`config.mk`:
```
export PLATFORM = sky130hd
export DESIGN_NAME = gp_timer
export DESIGN_NICKNAME = d
export VERILOG_FILES = /design/src/pkg/timer_pkg.sv /design/src/gp_timer.sv /design/src/rise_detect.sv
export VERILOG_INCLUDE_DIRS = /design/src /design/src/pkg
export SDC_FILE = /design/constraint.sdc
export NUM_CORES = 1
export LEC_CHECK = 0
export ABC_AREA = 1
export BUFFER_PORTS_ARGS = -buffer_cell sky130_fd_sc_hd__buf_2
export CAP_MARGIN = 20
export CELL_PAD_IN_SITES_DETAIL_PLACEMENT = 2
export CELL_PAD_IN_SITES_GLOBAL_PLACEMENT = 2
export CORE_ASPECT_RATIO = 0.9
export CORE_MARGIN = 1
export CORE_UTILIZATION = 35
export CTS_CLUSTER_DIAMETER = 120
export DETAILED_ROUTE_END_ITERATION = 10
export GPL_ROUTABILITY_DRIVEN = 0
export HOLD_SLACK_MARGIN = 0.12
export PLACE_DENSITY_LB_ADDON = 0.1
export SLEW_MARGIN = 40
export SYNTH_ARGS = -nofsm -noshare
export SYNTH_HDL_FRONTEND = slang
export SYNTH_SLANG_ARGS = --single-unit
```
`constraint.sdc`:
```
create_clock -name aclk -period 8.9 [get_ports aclk]
set_input_delay 0.445 -clock aclk [delete_from_list [all_inputs] [get_ports aclk]]
set_output_delay 0.445 -clock aclk [all_outputs]
set_load 0.005 [all_outputs]
```
`src/pkg/timer_map.svh`:
```
// Register map, field positions and constants of the general-purpose timer
// How it works
// 32-bit counter counts down or up, through a programmable prescaler.
// Control bits 11:9 pick clock: core, oscillator, GPIO input a, GPIO input b.
// Control bits 3:0 divide source by 2 to the power of the code.
// Control bits 5:4: binary, reserved, H:M:S:hundredths to 23 or 255 hours.
// On first rise of chosen interrupt source, copy count; counter keeps running. Code copies the count on every rise.
// Control bit 17 enables capture; bits 16:12 choose source 0 to 31.
// Counter reloads from reload register on overflow and on clear write. Code reloads on overflow only in periodic mode; free-running wraps.
// Any write to clear register clears timer interrupt and reloads counter.
// Control bit 8 set counts up, clear counts down; down after reset.
// Control bit 7 enables counting; resets to zero, timer stopped.
// Control bit 6 set is periodic, clear is free-running; free after reset.
// In low power the counter runs only from oscillator or GPIO source.
// Live count and last captured count readable as 32-bit read-only registers.
// Software writes zeros to reserved control bits 31:18.
// Free-running wraps on overflow; every overflow or underflow raises interrupt.
// Time format fields roll at 100 hundredths, 60 seconds, 60 minutes.
`ifndef TIMER_MAP_SVH
`define TIMER_MAP_SVH

// Register byte addresses
`define TMR_RELOAD_ADDR 32'hffff0380
`define TMR_COUNT_ADDR 32'hffff0384
`define TMR_CTRL_ADDR 32'hffff0388
`define TMR_CLEAR_ADDR 32'hffff038c
`define TMR_CAPTURE_ADDR 32'hffff0390
`define TMR_STATUS_ADDR 32'hffff0394
`define TMR_MASK_ADDR 32'hffff0398

// Reset values
`define TMR_RELOAD_RST 32'h0000_0000
`define TMR_COUNT_RST 32'h0000_0000
`define TMR_CAPTURE_RST 32'h0000_0000
`define TMR_CTRL_RST 18'h0_0000
`define TMR_IRQ_RST 2'h0

// Control field layout
`define TMR_CTRL_W 18
`define TMR_CTRL_CAP_EN_BIT 17
`define TMR_CTRL_SEL_LSB 12
`define TMR_CTRL_SRC_LSB 9
`define TMR_CTRL_UP_BIT 8
`define TMR_CTRL_EN_BIT 7
`define TMR_CTRL_PER_BIT 6
`define TMR_CTRL_FMT_LSB 4
`define TMR_CTRL_PRE_LSB 0

// Interrupt status layout
`define TMR_IRQ_W 2
`define TMR_IRQ_OVF_BIT 0
`define TMR_IRQ_CAP_BIT 1

// Prescaler counter width, enough for divide by 32768
`define TMR_PRESC_W 15

// Time format limits
`define TMR_HUND_MAX 8'h63
`define TMR_MINSEC_MAX 8'h3b
`define TMR_HOURS_SHORT 8'h17
`define TMR_HOURS_LONG 8'hff

// Bus responses
`define TMR_RESP_OKAY 2'h0
`define TMR_RESP_SLVERR 2'h2

`endif

```
`src/pkg/timer_pkg.sv`:
```
// Types of the general-purpose timer
package timer_pkg;

  typedef enum logic [2:0] {
    SRC_CORE = 3'h0,
    SRC_OSC = 3'h1,
    SRC_GPIO_A = 3'h2,
    SRC_GPIO_B = 3'h3
  } clk_src_t;

  typedef enum logic [1:0] {
    FMT_BINARY = 2'h0,
    FMT_RESERVED = 2'h1,
    FMT_HMS_23 = 2'h2,
    FMT_HMS_255 = 2'h3
  } count_fmt_t;

  // Stored control bits 17:0, msb first
  typedef struct packed {
    logic cap_en;
    logic [4:0] cap_sel;
    clk_src_t src;
    logic count_up;
    logic enable;
    logic periodic;
    count_fmt_t fmt;
    logic [3:0] presc;
  } timer_ctrl_t;

  // Time format view of the count
  typedef struct packed {
    logic [7:0] hours;
    logic [7:0] minutes;
    logic [7:0] seconds;
    logic [7:0] hundredths;
  } hms_t;

endpackage

```
`src/gp_timer.sv`:
```
// General-purpose 32-bit timer with capture, AXI4-Lite register slave
`timescale 1ns/100ps
`include "timer_map.svh"
module gp_timer (
  input wire logic aclk,
  input wire logic aresetn,
  input wire logic [31:0] awaddr,
  input wire logic [2:0] awprot,
  input wire logic awvalid,
  output logic awready,
  input wire logic [31:0] wdata,
  input wire logic [3:0] wstrb,
  input wire logic wvalid,
  output logic wready,
  output logic [1:0] bresp,
  output logic bvalid,
  input wire logic bready,
  input wire logic [31:0] araddr,
  input wire logic [2:0] arprot,
  input wire logic arvalid,
  output logic arready,
  output logic [31:0] rdata,
  output logic [1:0] rresp,
  output logic rvalid,
  input wire logic rready,
  input wire logic osc_clock_input,
  input wire logic gpio_clock_input_a,
  input wire logic gpio_clock_input_b,
  input wire logic low_power,
  input wire logic [31:0] irq_sources,
  output logic irq
);
  import timer_pkg::*;

  timer_ctrl_t ctrl_reg;
  logic [31:0] reload_reg;
  logic [31:0] count_reg;
  logic [31:0] count_next;
  logic [31:0] captured_reg;
  logic [`TMR_IRQ_W-1:0] status_reg;
  logic [`TMR_IRQ_W-1:0] mask_reg;
  logic [`TMR_PRESC_W-1:0] presc_cnt_reg;
  logic [`TMR_PRESC_W-1:0] presc_limit;
  logic awready_reg;
  logic wready_reg;
  logic bvalid_reg;
  logic [1:0] bresp_reg;
  logic arready_reg;
  logic rvalid_reg;
  logic [31:0] rdata_reg;
  logic [1:0] rresp_reg;
  logic irq_reg;
  logic aw_held_reg;
  logic [31:0] aw_addr_reg;
  logic w_held_reg;
  logic [31:0] w_data_reg;
  logic [3:0] w_strb_reg;
  logic wr_fire;
  logic clr_fire;
  logic osc_rise;
  logic gpio_a_rise;
  logic gpio_b_rise;
  logic [31:0] irq_rise;
  logic src_tick;
  logic run_tick;
  logic count_tick;
  logic ovf;
  logic cap_evt;
  logic [31:0] wmask;
  logic [`TMR_IRQ_W-1:0] status_clr;
  logic [`TMR_IRQ_W-1:0] status_set;

  // Edge detectors for the clock sources and the capture sources
  rise_detect #(.WIDTH(1)) u_osc_edge (
    .aclk(aclk),
    .aresetn(aresetn),
    .level(osc_clock_input),
    .rise(osc_rise)
  );
  rise_detect #(.WIDTH(1)) u_gpio_a_edge (
    .aclk(aclk),
    .aresetn(aresetn),
    .level(gpio_clock_input_a),
    .rise(gpio_a_rise)
  );
  rise_detect #(.WIDTH(1)) u_gpio_b_edge (
    .aclk(aclk),
    .aresetn(aresetn),
    .level(gpio_clock_input_b),
    .rise(gpio_b_rise)
  );
  rise_detect #(.WIDTH(32)) u_irq_edge (
    .aclk(aclk),
    .aresetn(aresetn),
    .level(irq_sources),
    .rise(irq_rise)
  );

  // One step of the time format count; msb of result is the overflow
  function automatic logic [32:0] step_hms(input hms_t v, input logic up,
                                           input logic [7:0] hmax);
    hms_t n;
    logic o;
    n = v;
    o = 1'b0;
    if (up) begin
      if (v.hundredths != `TMR_HUND_MAX) begin
        n.hundredths = 8'(v.hundredths + 8'h01);
      end else begin
        n.hundredths = 8'h00;
        if (v.seconds != `TMR_MINSEC_MAX) begin
          n.seconds = 8'(v.seconds + 8'h01);
        end else begin
          n.seconds = 8'h00;
          if (v.minutes != `TMR_MINSEC_MAX) begin
            n.minutes = 8'(v.minutes + 8'h01);
          end else begin
            n.minutes = 8'h00;
            if (v.hours != hmax) begin
              n.hours = 8'(v.hours + 8'h01);
            end else begin
              n.hours = 8'h00;
              o = 1'b1;
            end
          end
        end
      end
    end else begin
      if (v.hundredths != 8'h00) begin
        n.hundredths = 8'(v.hundredths - 8'h01);
      end else begin
        n.hundredths = `TMR_HUND_MAX;
        if (v.seconds != 8'h00) begin
          n.seconds = 8'(v.seconds - 8'h01);
        end else begin
          n.seconds = `TMR_MINSEC_MAX;
          if (v.minutes != 8'h00) begin
            n.minutes = 8'(v.minutes - 8'h01);
          end else begin
            n.minutes = `TMR_MINSEC_MAX;
            if (v.hours != 8'h00) begin
              n.hours = 8'(v.hours - 8'h01);
            end else begin
              n.hours = hmax;
              o = 1'b1;
            end
          end
        end
      end
    end
    return {o, n};
  endfunction

  // Bus handshakes and register write strobes
  assign wr_fire = aw_held_reg && w_held_reg && !bvalid_reg;
  assign clr_fire = wr_fire && (aw_addr_reg == `TMR_CLEAR_ADDR);
  assign wmask = {{8{w_strb_reg[3]}}, {8{w_strb_reg[2]}}, {8{w_strb_reg[1]}},
                  {8{w_strb_reg[0]}}};

  // Source selection; core clock halts in low power
  always_comb begin
    case (ctrl_reg.src)
      SRC_CORE: src_tick = !low_power;
      SRC_OSC: src_tick = osc_rise;
      SRC_GPIO_A: src_tick = gpio_a_rise;
      SRC_GPIO_B: src_tick = gpio_b_rise;
      default: src_tick = 1'b0;
    endcase
  end

  // Divide by two to the power of the prescaler code
  assign presc_limit = `TMR_PRESC_W'((32'h1 << ctrl_reg.presc) - 32'h1);
  assign run_tick = ctrl_reg.enable && src_tick;
  assign count_tick = run_tick && (presc_cnt_reg == presc_limit);

  // Prescaler counter, restarted by a clear write
  always_ff @(posedge aclk) begin
    if (!aresetn) begin
      presc_cnt_reg <= '0;
    end else if (clr_fire || count_tick) begin
      presc_cnt_reg <= '0;
    end else if (run_tick) begin
      presc_cnt_reg <= `TMR_PRESC_W'(presc_cnt_reg + `TMR_PRESC_W'(1));
    end
  end

  // Next count and overflow for the chosen format and direction
  always_comb begin
    logic [32:0] h;
    h = 33'h0;
    case (ctrl_reg.fmt)
      FMT_HMS_23: begin
        h = step_hms(hms_t'(count_reg), ctrl_reg.count_up, `TMR_HOURS_SHORT);
        count_next = h[31:0];
        ovf = h[32];
      end
      FMT_HMS_255: begin
        h = step_hms(hms_t'(count_reg), ctrl_reg.count_up, `TMR_HOURS_LONG);
        count_next = h[31:0];
        ovf = h[32];
      end
      default: begin
        if (ctrl_reg.count_up) begin
          count_next = 32'(count_reg + 32'h1);
          ovf = (count_reg == 32'hffff_ffff);
        end else begin
          count_next = 32'(count_reg - 32'h1);
          ovf = (count_reg == 32'h0);
        end
      end
    endcase
  end

  // Counter: clear write reloads, periodic reloads, free-running wraps
  always_ff @(posedge aclk) begin
    if (!aresetn) begin
      count_reg <= `TMR_COUNT_RST;
    end else if (clr_fire) begin
      count_reg <= reload_reg;
    end else if (count_tick) begin
      if (ovf && ctrl_reg.periodic) begin
        count_reg <= reload_reg;
      end else begin
        count_reg <= count_next;
      end
    end
  end

  // Capture on every rise of the chosen source while capture is enabled
  assign cap_evt = ctrl_reg.cap_en && irq_rise[ctrl_reg.cap_sel];

  always_ff @(posedge aclk) begin
    if (!aresetn) begin
      captured_reg <= `TMR_CAPTURE_RST;
    end else if (cap_evt) begin
      captured_reg <= count_reg;
    end
  end

  // Status clear: W1C on lane 0, clear write drops the overflow bit
  assign status_clr = ((wr_fire && aw_addr_reg == `TMR_STATUS_ADDR && w_strb_reg[0])
                       ? w_data_reg[`TMR_IRQ_W-1:0] : `TMR_IRQ_W'(0))
                      | `TMR_IRQ_W'(clr_fire);
  assign status_set = {cap_evt, count_tick && ovf}; // Bit 1 capture, bit 0 overflow

  // Sticky status; an event in the clearing cycle stays set
  always_ff @(posedge aclk) begin
    if (!aresetn) begin
      status_reg <= `TMR_IRQ_RST;
    end else begin
      status_reg <= (status_reg & ~status_clr) | status_set;
    end
  end

  // Interrupt line from the masked status
  always_ff @(posedge aclk) begin
    if (!aresetn) begin
      irq_reg <= 1'b0;
    end else begin
      irq_reg <= |(status_reg & mask_reg);
    end
  end

  // Software-written registers; reserved control bits are not stored
  always_ff @(posedge aclk) begin
    if (!aresetn) begin
      reload_reg <= `TMR_RELOAD_RST;
      ctrl_reg <= timer_ctrl_t'(`TMR_CTRL_RST);
      mask_reg <= `TMR_IRQ_RST;
    end else if (wr_fire) begin
      case (aw_addr_reg)
        `TMR_RELOAD_ADDR: reload_reg <= (reload_reg & ~wmask) | (w_data_reg & wmask);
        `TMR_CTRL_ADDR: begin
          ctrl_reg <= timer_ctrl_t'(`TMR_CTRL_W'((32'(ctrl_reg) & ~wmask)
                                                 | (w_data_reg & wmask)));
        end
        `TMR_MASK_ADDR: begin
          if (w_strb_reg[0]) begin
            mask_reg <= w_data_reg[`TMR_IRQ_W-1:0];
          end
        end
        default: begin
        end
      endcase
    end
  end

  // Write address channel
  always_ff @(posedge aclk) begin
    if (!aresetn) begin
      awready_reg <= 1'b0;
      aw_held_reg <= 1'b0;
      aw_addr_reg <= 32'h0;
    end else if (awvalid && awready_reg) begin
      awready_reg <= 1'b0;
      aw_held_reg <= 1'b1;
      aw_addr_reg <= awaddr;
    end else if (wr_fire) begin
      aw_held_reg <= 1'b0;
    end else if (!aw_held_reg && !bvalid_reg) begin
      awready_reg <= 1'b1;
    end
  end

  // Write data channel
  always_ff @(posedge aclk) begin
    if (!aresetn) begin
      wready_reg <= 1'b0;
      w_held_reg <= 1'b0;
      w_data_reg <= 32'h0;
      w_strb_reg <= 4'h0;
    end else if (wvalid && wready_reg) begin
      wready_reg <= 1'b0;
      w_held_reg <= 1'b1;
      w_data_reg <= wdata;
      w_strb_reg <= wstrb;
    end else if (wr_fire) begin
      w_held_reg <= 1'b0;
    end else if (!w_held_reg && !bvalid_reg) begin
      wready_reg <= 1'b1;
    end
  end

  // Write response; unmapped address answers SLVERR
  always_ff @(posedge aclk) begin
    if (!aresetn) begin
      bvalid_reg <= 1'b0;
      bresp_reg <= `TMR_RESP_OKAY;
    end else if (wr_fire) begin
      bvalid_reg <= 1'b1;
      case (aw_addr_reg)
        `TMR_RELOAD_ADDR, `TMR_COUNT_ADDR, `TMR_CTRL_ADDR, `TMR_CLEAR_ADDR,
        `TMR_CAPTURE_ADDR, `TMR_STATUS_ADDR, `TMR_MASK_ADDR: bresp_reg <= `TMR_RESP_OKAY;
        default: bresp_reg <= `TMR_RESP_SLVERR;
      endcase
    end else if (bvalid_reg && bready) begin
      bvalid_reg <= 1'b0;
    end
  end

  // Read channel; live count and capture are read-only views
  always_ff @(posedge aclk) begin
    if (!aresetn) begin
      arready_reg <= 1'b0;
      rvalid_reg <= 1'b0;
      rdata_reg <= 32'h0;
      rresp_reg <= `TMR_RESP_OKAY;
    end else if (arvalid && arready_reg) begin
      arready_reg <= 1'b0;
      rvalid_reg <= 1'b1;
      rresp_reg <= `TMR_RESP_OKAY;
      case (araddr)
        `TMR_RELOAD_ADDR: rdata_reg <= reload_reg;
        `TMR_COUNT_ADDR: rdata_reg <= count_reg;
        `TMR_CTRL_ADDR: rdata_reg <= 32'(ctrl_reg);
        `TMR_CLEAR_ADDR: rdata_reg <= 32'h0;
        `TMR_CAPTURE_ADDR: rdata_reg <= captured_reg;
        `TMR_STATUS_ADDR: rdata_reg <= 32'(status_reg);
        `TMR_MASK_ADDR: rdata_reg <= 32'(mask_reg);
        default: begin
          rdata_reg <= 32'h0;
          rresp_reg <= `TMR_RESP_SLVERR;
        end
      endcase
    end else if (rvalid_reg && rready) begin
      rvalid_reg <= 1'b0;
    end else if (!rvalid_reg) begin
      arready_reg <= 1'b1;
    end
  end

  // Outputs
  assign awready = awready_reg;
  assign wready = wready_reg;
  assign bvalid = bvalid_reg;
  assign bresp = bresp_reg;
  assign arready = arready_reg;
  assign rvalid = rvalid_reg;
  assign rdata = rdata_reg;
  assign rresp = rresp_reg;
  assign irq = irq_reg;
endmodule

```
`src/rise_detect.sv`:
```
// Rising-edge detector for inputs synchronous to the clock
`timescale 1ns/100ps
module rise_detect #(
  parameter int WIDTH = 1
) (
  input wire logic aclk,
  input wire logic aresetn,
  input wire logic [WIDTH-1:0] level,
  output logic [WIDTH-1:0] rise
);

  logic [WIDTH-1:0] prev_reg;

  // Previous level
  always_ff @(posedge aclk) begin
    if (!aresetn) begin
      prev_reg <= '0;
    end else begin
      prev_reg <= level;
    end
  end

  // High for one cycle after a low-to-high change
  assign rise = level & ~prev_reg;

endmodule

```
Word-level counts from Yosys, hierarchy flattened. Cells that the tools add are included.

Bits in registers: 280. Output and inout bits: 42.

Add/subtract/negate cells: 12. Order comparisons: 1. Equal/unequal tests: 38. Shifts and indexed selects: 1. Muxes and demuxes: 59. Bitwise operators: 23. Reduce and logical (&&, ||, !) cells: 49.

Operators by type and width (number): 32-bit == test (second input constant) (15); 32-bit 2-to-1 mux (6); 32-bit one-hot mux with 6 select lines (1); 8-bit 2-to-1 mux (14); 32-bit bitwise AND (3); 24-bit 2-to-1 mux (4); 16-bit 2-to-1 mux (4); 32-bit NOT (2); 32-bit one-hot mux with 2 select lines (1); 5-bit != test (second input constant) (12); 32-bit by 1-bit adder with 32-bit output (second input constant) (1); 8-bit by 1-bit adder with 8-bit output (second input constant) (4); 32-bit zero test (1); 32-bit OR (1); 8-bit nonzero test (4); 32-bit by 1-bit subtractor with 32-bit output (second input constant) (1); 8-bit by 1-bit subtractor with 8-bit output (second input constant) (4); 1-bit 2-to-1 mux (23); 18-bit bitwise AND (1); 18-bit OR (1); 1-bit logical AND (17); 8-bit by 6-bit != test with 1-bit output (second input constant) (2); 15-bit by 1-bit adder with 15-bit output (second input constant) (1); 15-bit == test (1); 30 further kinds (59).

Depth between registers and ports, before layout. Gate-level depths: netlist (run 1).

Depth after elaboration: 11. Depth in mapped cells: 19. Depth with buffers taken out: 18.

Hierarchy. A second synthesis (run 1) with hierarchy kept.

Cells, all modules: 2458. Area total of the unflattened synthesis: 16045.4 sq um.

Modules (own cells, without submodules): gp_timer (times used 1, cells each 2280, area each 14777.9 sq um, seq. area each 4864.7 sq um); rise_detect (u_irq_edge) (times used 1, cells each 163, area each 1154.9 sq um, seq. area each 640.6 sq um); rise_detect (u_gpio_a_edge ...) (times used 3, cells each 5, area each 37.5 sq um, seq. area each 20.0 sq um).

Least setup slack after synthesis (run 1). Ideal clock, no wire load.

Path type: register -> register. From: register (tool-made name). To: register count_reg[17]. Library setup time: 117 ps. Data arrival time: 3161 ps. Path slack: 5622 ps. Stages on the path, launching flop included: 17. Buffers on the path: 1. Clock period less this slack: 3278 ps. Path through: dfxtp_1 > inv_1 > clkbuf_1 > ha_1 > nand3_1 > nand3_1 > a21oi_1 > inv_1 > nand3_1 > nand2_1 > nand2_1 > nand2_1 > or2_2 > a21oi_1 > nor2_1 > nor2_1 > nor2_1.

RTL lines: end signal: assignment (RTL line gp_timer.sv:217) `` count_reg <= `TMR_COUNT_RST; ``; end signal: assignment (RTL line gp_timer.sv:219) `count_reg <= reload_reg;`; end signal: assignment (RTL line gp_timer.sv:222) `count_reg <= reload_reg;`; end: declaration (RTL line gp_timer.sv:37) `logic [31:0] count_reg;`.

==> out/metrics.csv, run 1 <==
stage,metric,value,unit
timing,# setup viols final,0,
logic_synthesis,synthesized area per cell,6.53,µm²
place,post-DP HPWL,48700,µm
logic_synthesis,warnings from Yosys,0,
clock_network,CTS root buf,clkbuf_16,
critical_path,Worst Path Required,9.34,ns
cells_and_area,Finished Cell Area,0.0187,mm²
logic_synthesis,Cells after Synth,2432,
clock_network,Max clock buf depth,3,
logic_synthesis,top post-synthesis cells by area,"dfxtp_1 (35%), nand2_1 (10%), nor2_1 (9.9%), o21ai_0 (8.3%), inv_1 (5.7%)",
logic_synthesis,sequential share of the synthesized area,0.350,
grt,All-Layer GR Usage,0.299,
timing,final worst-path setup slack,5.58,ns
timing,final hold viol count,0,
logic_synthesis,mux cell area share after synthesis,0,
timing,Worst Skew,0.0223,ns
critical_path,crit-path cells,buf_4 > inv_1 > buf_4 > ha_1 > a21oi_1 > o21ai_0 > a21oi_1 > nand2_1 > nand3_1 > nand2_1 > or2_2 > a21oi_1 > nor2_1 > nor2_1 > nor2_1,
timing,crit share post-route,0.373,
timing,fmax,302,MHz
logic_synthesis,post-synthesis cell type count,61,
cells_and_area,layout cells sized above 1,0.118,
place,Post-Place Setup Slack,5.57,ns
worst_hold_path,worst min path class,input port to flip-flop,
floorplan,Core Box Area,0.0445,mm²
power_and_ir_drop,PwrDens,157,mW/mm²
critical_path,worst-path fanout max,43,
timing,count of pins over their slew limit,0,
flow_run,maxcap violations,0,
cells_and_area,final std cells w/o fill,3221,
floorplan,chip width,227,µm
route,initial DRC count,962,
route,routed length per instance,21.3,µm
floorplan,initial core utilization,0.357,
critical_path,crit start category,flip-flop,
route,total number of vias,17700,
floorplan,Die Ht,204,µm
cells_and_area,Final Core Density,0.421,
logic_synthesis,Yosys reg bits,278,
logic_synthesis,adder-cell share of the synthesized area,0.0351,
critical_path,WS Path Type,flip-flop to flip-flop,
floorplan,I/O pin cnt,191,
timing,relative slew slack,0.434,
grt,largest net degree at the start of global routing,105,
route,Vias/cell,5.50,
place,Placed Cells,3126,
clock_network,CTS tree,built,
grt,grt ovf,0,
floorplan,Die ar.,0.0463,mm²
run_status,status,"finished, final reports clean",
route,drc violations,0,
logic_synthesis,Simple-Gate Fraction of Synth Area,0.309,
timing,Setup TNS,0,ns
timing,min Tclk post-route,3.32,ns
logic_synthesis,largest family of logic cells by synthesized area,simple AND/OR/NAND/NOR gates,
place,Area after DPL,0.0172,mm²
clock_network,Post CTS Setup Buffer Count,0,
floorplan,Rows,73,
clock_network,CTS buffer count,34,
critical_path,Reg2Reg Setup Slack,5.58,ns
clock_network,post-cts sizing count,0,
timing,RSZ-0062 raised after global routing,false,
logic_synthesis,top cell type's share of synthesized area,0.350,
route,Post-DRT Antenna Nets,0,
place,Port Buf Inserts,182,
power_and_ir_drop,peak supply drop,0.000120,V
critical_path,CP Capture Type,flip-flop,
clock_network,Worst-Skew Late Latency,0.55,ns
logic_synthesis,Post-Synthesis Cell Area,0.0159,mm²
power_and_ir_drop,Net Sw Frac,0.245,
cells_and_area,"most common cell after layout, fill and taps aside",nand2_1,
clock_network,Clock transition at path regs,0.06,ns
critical_path,Critical Path AT,3.75,ns
grt,vias in the first global route,19100,
cells_and_area,most frequent cells in the layout,"nand2_1 (442), nor2_1 (420), dfxtp_1 (278)",
logic_synthesis,dominant cell type by area after synthesis,dfxtp_1,
clock_network,htree depth,2,
timing,worst slew pin tran,0.843,ns
critical_path,WP buf/inv,3,
grt,initial antenna violation count,6,
cells_and_area,Layout area overhead,17.8,%
power_and_ir_drop,Total Power,2.93,mW
power_and_ir_drop,leakage power,8.23,nW
logic_synthesis,Synth Area in Compound Gates,0.198,
route,final wirelength,68700,µm
grt,first-pass GRT wire length,108000,µm
logic_synthesis,xor/xnor cell area share of the yosys netlist,0.0171,
critical_path,Worst path max stage delay,0.45,ns
clock_network,clock sink count,278,
critical_path,largest delay contributor family on the critical path,compound AO/OA/AOI/OAI gates,
power_and_ir_drop,clock power share,0.495,
critical_path,slowest cell on the critical path,buf_4,
timing,Min Hold Slack,0.144,ns
cells_and_area,nets@finish,2787,
power_and_ir_drop,Combinational Power Share,0.062,
power_and_ir_drop,NetSw,0.719,mW
clock_network,CTS Hold Bufs,32,
power_and_ir_drop,P_int,2.21,mW
route,Pre-antenna DRT Iters,5,
power_and_ir_drop,Sequential Power Share,0.443,
cell type report:
cell class | count | area (µm²)
clock inverter | 8 | 145
fill | 5379 | 25800
multi-input combinational | 1794 | 8920
inverter | 256 | 966
timing repair buffer | 230 | 1360
clock buffer | 53 | 1000
sequential | 278 | 5570
antenna | 2 | 5.00
tap | 600 | 751
metal layers:
layer / track usage / up-vias / wire, µm
met5: 0 / - / 34
met4: 0.0825 / 6 / 1510
met3: 0.0436 / 100 / 2570
met2: 0.489 / 330 / 31900
met1: 0.407 / 8864 / 32700
li1: - / 8404 / -
power by group through the flow:
stage / sequential (mW) / combinational (mW) / clock (mW)
after floorplan: 1.32 / 0.0897 / 0
after global placement: 1.32 / 0.152 / 0
after detailed placement: 1.33 / 0.160 / 0
after CTS: 1.30 / 0.174 / 1.47
after global routing: 1.30 / 0.200 / 1.54
final: 1.30 / 0.181 / 1.45
synth_stat cells, drive strengths merged:
cell type	number
a211oi	18
a21boi	2
a21o	4
a21oi	182
a221o	1
a221oi	2
a22oi	3
a31o	2
a31oi	7
a32o	2
a41oi	3
and2	2
and3	3
buf	35
clkbuf	70
clkinv	2
conb	1
dfxtp	278
fa	1
ha	43
inv	254
nand2	449
nand3	145
nand3b	7
nand4	35
nor2	431
nor3	40
nor3b	6
nor4	17
o2111ai	2
o211ai	17
o21a	3
o21ai	278
o21bai	7
o221ai	15
o22ai	15
o311ai	3
o31ai	3
or2	13
xnor2	6
xor2	25
cell families after synthesis:
group,Yosys count
simple gates,1148
compound gates,569
buf+inv,361
flops,278
fa+ha+maj,44
xor+xnor,31
other cells,1
worst reg2reg max path, stage by stage, from the launching register on:
cell and delay, ns:
dfxtp_1 0.31, buf_4 0.21, inv_1 0.09, buf_4 0.45
ha_1 0.39, a21oi_1 0.27, o21ai_0 0.17, a21oi_1 0.16
nand2_1 0.15, nand3_1 0.11, nand2_1 0.10, or2_2 0.28
a21oi_1 0.32, nor2_1 0.07, nor2_1 0.09, nor2_1 0.04
final timing paths:
path         cells after the start               start                endpoint
max reg2reg                     15           flip-flop           count_reg[22]
min                              3  gpio_clock_input_a  u_gpio_a_edge.prev_reg
max                             15           flip-flop           count_reg[22]
min reg2reg                      2            rdata[6]                rdata[6]
(Power assumes the default switching activity.)
==> run 2, diff against run 1 <==
--- a/config.mk
+++ b/config.mk
@@ -13,7 +13,7 @@
 export CELL_PAD_IN_SITES_GLOBAL_PLACEMENT = 2
 export CORE_ASPECT_RATIO = 0.9
 export CORE_MARGIN = 1
-export CORE_UTILIZATION = 35
+export CORE_UTILIZATION = 32
 export CTS_CLUSTER_DIAMETER = 120
 export DETAILED_ROUTE_END_ITERATION = 10
 export GPL_ROUTABILITY_DRIVEN = 0
==> constraint.sdc (replaced) <==
create_clock -name aclk -period 3.1 [get_ports aclk]
set_input_delay 0.155 -clock aclk [delete_from_list [all_inputs] [get_ports aclk]]
set_output_delay 0.155 -clock aclk [all_outputs]
set_load 0.005 [all_outputs]
==> out/metrics.csv, run 2 (synthesized netlist as in run 1, its figures left out) <==
stage,metric,value,unit
run_status,status,"finished, final reports clean",
floorplan,Core Box Area,0.0490,mm²
timing,crit share post-route,0.931,
floorplan,initial core utilization,0.324,
power_and_ir_drop,leakage power,8.83,nW
cells_and_area,fill count,5779,
clock_network,Max clock buf depth,3,
floorplan,Die ar.,0.0506,mm²
place,Post-Place Setup Slack,0.299,ns
place,Port Buf Inserts,182,
clock_network,htree depth,2,
route,Pre-antenna DRT Iters,5,
timing,Min Hold Slack,0.161,ns
power_and_ir_drop,P_int,6.74,mW
route,Vias/cell,5.35,
timing,final hold viol count,0,
timing,count of pins over their slew limit,0,
cells_and_area,"most common cell after layout, fill and taps aside",nand2_1,
clock_network,CTS buffer count,36,
critical_path,WP buf/inv,3,
timing,fmax,347,MHz
power_and_ir_drop,Combinational Power Share,0.069,
power_and_ir_drop,Sequential Power Share,0.417,
power_and_ir_drop,Net Sw Frac,0.248,
route,initial DRC count,883,
clock_network,CTS tree,built,
cells_and_area,most frequent cells in the layout,"nand2_1 (443), nor2_1 (421), dfxtp_1 (278)",
floorplan,Rows,77,
power_and_ir_drop,PwrDens,449,mW/mm²
clock_network,Clock transition at path regs,0.06,ns
grt,largest net degree at the start of global routing,191,
critical_path,largest delay contributor family on the critical path,simple AND/OR/NAND/NOR gates,
grt,grt ovf,0,
timing,worst slew pin tran,0.832,ns
floorplan,Die Ht,213,µm
timing,min Tclk post-route,2.89,ns
power_and_ir_drop,peak supply drop,0.000310,V
grt,vias in the first global route,19900,
critical_path,Worst path max stage delay,0.58,ns
timing,# setup viols final,0,
critical_path,WS Path Type,flip-flop to flip-flop,
route,total number of vias,18000,
route,final wirelength,72900,µm
cells_and_area,nets@finish,2906,
place,post-DP HPWL,50800,µm
route,routed length per instance,21.6,µm
critical_path,crit start category,flip-flop,
clock_network,clock sink count,278,
power_and_ir_drop,clock power share,0.514,
cells_and_area,Multi-input gate area,0.00891,mm²
critical_path,CP Capture Type,flip-flop,
timing,Setup TNS,0,ns
route,Post-DRT Antenna Nets,0,
power_and_ir_drop,NetSw,2.22,mW
grt,All-Layer GR Usage,0.285,
critical_path,crit-path cells,inv_1 > ha_1 > nand2_2 > inv_2 > nand2_1 > nor2_1 > nand2_1 > nand2_1 > nand4_4 > nand2_4 > inv_4 > nand2_1 > a21oi_1 > nor2_1 > nor2_1 > nor2_1,
timing,relative slew slack,0.445,
cells_and_area,Layout area overhead,25.8,%
critical_path,Critical Path AT,3.31,ns
clock_network,CTS root buf,clkbuf_16,
worst_hold_path,worst min path class,input port to flip-flop,
flow_run,maxcap violations,0,
floorplan,I/O pin cnt,191,
grt,first-pass GRT wire length,114000,µm
timing,final worst-path setup slack,0.214,ns
critical_path,Worst Path Required,3.52,ns
timing,Worst Skew,0.0244,ns
cells_and_area,register area,0.00557,mm²
critical_path,worst-path fanout max,38,
route,drc violations,0,
place,Area after DPL,0.0176,mm²
critical_path,slowest cell on the critical path,dfxtp_1,
cells_and_area,layout cells sized above 1,0.132,
cells_and_area,Final Core Density,0.407,
cells_and_area,Finished Cell Area,0.0200,mm²
floorplan,chip width,237,µm
timing,RSZ-0062 raised after global routing,false,
clock_network,Worst-Skew Late Latency,0.56,ns
grt,initial antenna violation count,0,
[run 2: layout make-up]
cell class	count	area share
inverters	256	0.0483
flip-flops and latches	278	0.279
clock buffers	48	0.0524
repair buffers	347	0.122
well taps	632	0.0396
clock inverters	16	0.0126
multi-input cells	1794	0.446
diodes	2	0.000250
[run 2: path summary, 6_finish.rpt]
kind         cells past startpoint         start            end  slack, ns
max reg2reg                     16  count_reg[1]  count_reg[17]       0.21
max                             16  count_reg[1]  count_reg[17]       0.21
min                              5     araddr[1]       rresp[1]       0.16
min reg2reg                      2     rdata[16]      rdata[16]       0.46
[run 2: power by group through the flow]
stage	Clock (mW)	Sequential, mW	Combinational, mW
final	4.61	3.74	0.615
after global routing	4.82	3.74	0.670
after CTS	4.69	3.73	0.576
after detailed placement	0	3.80	0.467
after global placement	0	3.80	0.446
after floorplan	0	3.79	0.257
[run 2: per-layer routing]
| layer | wire length [µm] | part of all wire | vias to the layer above | global-route usage |
|---|---|---|---|---|
| met4 | 1310 | 0.018 | 0 | 0.0714 |
| met2 | 34600 | 0.47 | 308 | 0.491 |
| li1 | - | - | 8626 | - |
| met3 | 2200 | 0.030 | 91 | 0.0317 |
| met1 | 34800 | 0.48 | 9008 | 0.380 |
| met5 | 0 | 0 | - | 0 |
[run 2: per-stage QoR]
stage,cells,total power [mW]
after floorplan,2433,4.05
final,3373,8.96
after global routing,3371,9.24
after detailed placement,3201,4.27
after global placement,3201,4.24
after CTS,3371,8.99
[run 2: worst min-delay path, stage by stage]
cell      delay [ns]
buf_2           0.09
nor2_1          0.08
inv_1           0.08
o311ai_0        0.13
o21ai_0         0.14
[run 2: what timing repair did]
item,4_1_cts,5_1_grt
resized for setup,0,1
hold endpoints to repair,106,0
hold buffers,106,0
setup endpoints to repair,0,1
buffers inserted,0,0
==> run 3, diff against run 2 <==
--- a/config.mk
+++ b/config.mk
@@ -18,6 +18,7 @@
 export DETAILED_ROUTE_END_ITERATION = 10
 export GPL_ROUTABILITY_DRIVEN = 0
 export HOLD_SLACK_MARGIN = 0.12
+export MAX_ROUTING_LAYER = met4
 export PLACE_DENSITY_LB_ADDON = 0.1
 export SLEW_MARGIN = 40
 export SYNTH_ARGS = -nofsm -noshare
==> out/metrics.csv, run 3 (synthesized netlist as in run 1, its figures left out) <==
stage,metric,value,unit
floorplan,I/O pin cnt,191,
floorplan,Rows,77,
timing,Min Hold Slack,0.158,ns
grt,All-Layer GR Usage,0.293,
power_and_ir_drop,leakage power,8.83,nW
grt,first-pass GRT wire length,114000,µm
cells_and_area,"most common cell after layout, fill and taps aside",nand2_1,
grt,initial antenna violation count,0,
critical_path,CP Capture Type,flip-flop,
floorplan,Die Ht,213,µm
power_and_ir_drop,PwrDens,449,mW/mm²
worst_hold_path,worst min path class,input port to flip-flop,
cells_and_area,Layout area overhead,25.8,%
timing,Setup TNS,0,ns
critical_path,Critical Path AT,3.29,ns
floorplan,Die ar.,0.0506,mm²
floorplan,chip width,237,µm
grt,grt ovf,0,
power_and_ir_drop,peak supply drop,0.000309,V
route,initial DRC count,894,
clock_network,Max clock buf depth,3,
clock_network,htree depth,2,
clock_network,CTS buffer count,36,
timing,# setup viols final,0,
critical_path,worst-path fanout max,32,
critical_path,R2R depth,15,
clock_network,clock sink count,278,
timing,RSZ-0062 raised after global routing,false,
clock_network,Clock transition at path regs,0.06,ns
cells_and_area,nets@finish,2906,
route,Vias/cell,5.35,
floorplan,initial core utilization,0.324,
clock_network,CTS tree,built,
grt,largest net degree at the start of global routing,191,
worst_hold_path,Hold Path Depth,5,
route,total number of vias,18000,
cells_and_area,layout cells sized above 1,0.132,
route,drc violations,0,
grt,vias in the first global route,19900,
route,final wirelength,72900,µm
timing,crit share post-route,0.920,
critical_path,Worst Path Required,3.53,ns
cells_and_area,fill count,5779,
place,post-DP HPWL,50800,µm
cells_and_area,most frequent cells in the layout,"nand2_1 (443), nor2_1 (421), dfxtp_1 (278)",
floorplan,Core Box Area,0.0490,mm²
critical_path,crit start category,flip-flop,
route,Post-DRT Antenna Nets,0,
clock_network,CTS root buf,clkbuf_16,
clock_network,Worst-Skew Late Latency,0.56,ns
flow_run,maxcap violations,0,
timing,Worst Skew,0.0243,ns
worst_hold_path,min-delay src,araddr[1],
timing,worst slew pin tran,0.882,ns
place,Port Buf Inserts,182,
timing,relative slew slack,0.412,
timing,fmax,351,MHz
route,Pre-antenna DRT Iters,5,
timing,min Tclk post-route,2.85,ns
route,routed length per instance,21.6,µm
critical_path,WS Path Type,flip-flop to flip-flop,
clock_network,Post CTS Setup Buffer Count,0,
timing,final hold viol count,0,
run_status,status,"finished, final reports clean",
timing,count of pins over their slew limit,0,
==> run 3: per-stage QoR <==
stage	utilization	std cells	setup slack (ns)	instance area, µm²	total power [mW]
after floorplan	-	2433	0.358	15900	4.05
after global placement	0.359	3201	0.403	17600	4.24
after detailed placement	0.359	3201	0.299	17600	4.27
after CTS	0.407	3371	0.183	20000	8.99
after global routing	0.407	3371	0.00606	20000	9.24
final	0.407	3373	0.248	20000	8.96
==> run 3: path summary, 6_finish.rpt <==
check	to	slack (ns)
max	count_reg[12]	0.25
min	rresp[1]	0.16
max reg2reg	count_reg[12]	0.25
min reg2reg	rdata[16]	0.46
==> run 3: cell type report <==
class                           count  area, µm²  area share
Timing Repair Buffer              347       2440       0.122
Sequential cell                   278       5570       0.279
Clock buffer                       48       1050      0.0524
Antenna cell                        2       5.00    0.000250
Multi-Input combinational cell   1794       8910       0.446
Inverter                          256        966      0.0483
Clock inverter                     16        251      0.0126
Tap cell                          632        791      0.0396
==> run 3: per-layer routing <==
| metal | vias to the layer above | global-route usage | routed length (µm) |
|---|---|---|---|
| met5 | - | - | 0 |
| met2 | 303 | 0.491 | 34700 |
| met1 | 8999 | 0.382 | 34900 |
| met4 | 0 | 0.0705 | 1270 |
| li1 | 8628 | - | - |
| met3 | 101 | 0.0277 | 2000 |
==> run 3: critical path: stages, from the launching register on <==
cell and delay, ns:
dfxtp_1 0.33, inv_1 0.08, buf_12 0.18, fa_1 0.47, nand3_1 0.09, nand2_1 0.14, nand2_1 0.09, nand3_1 0.17
nand2_1 0.11, nand2_1 0.09, o21ai_0 0.49, nand2_1 0.12, nand2_1 0.09, o21ai_1 0.08, nor2_1 0.13, nor2_1 0.05
==> run 3: power breakdown <==
| part | internal [mW] | switching, mW | total, mW |
|---|---|---|---|
| clock | 2.81 | 1.80 | 4.61 |
| sequential | 3.67 | 0.0629 | 3.74 |
| combinational | 0.256 | 0.360 | 0.617 |
==> run 3: timing repair <==
action | CTS | global route
hold endpoints to repair | 106 | 0
setup endpoints to repair | 0 | 1
hold buffers | 106 | 0
gates resized for setup | 0 | 1
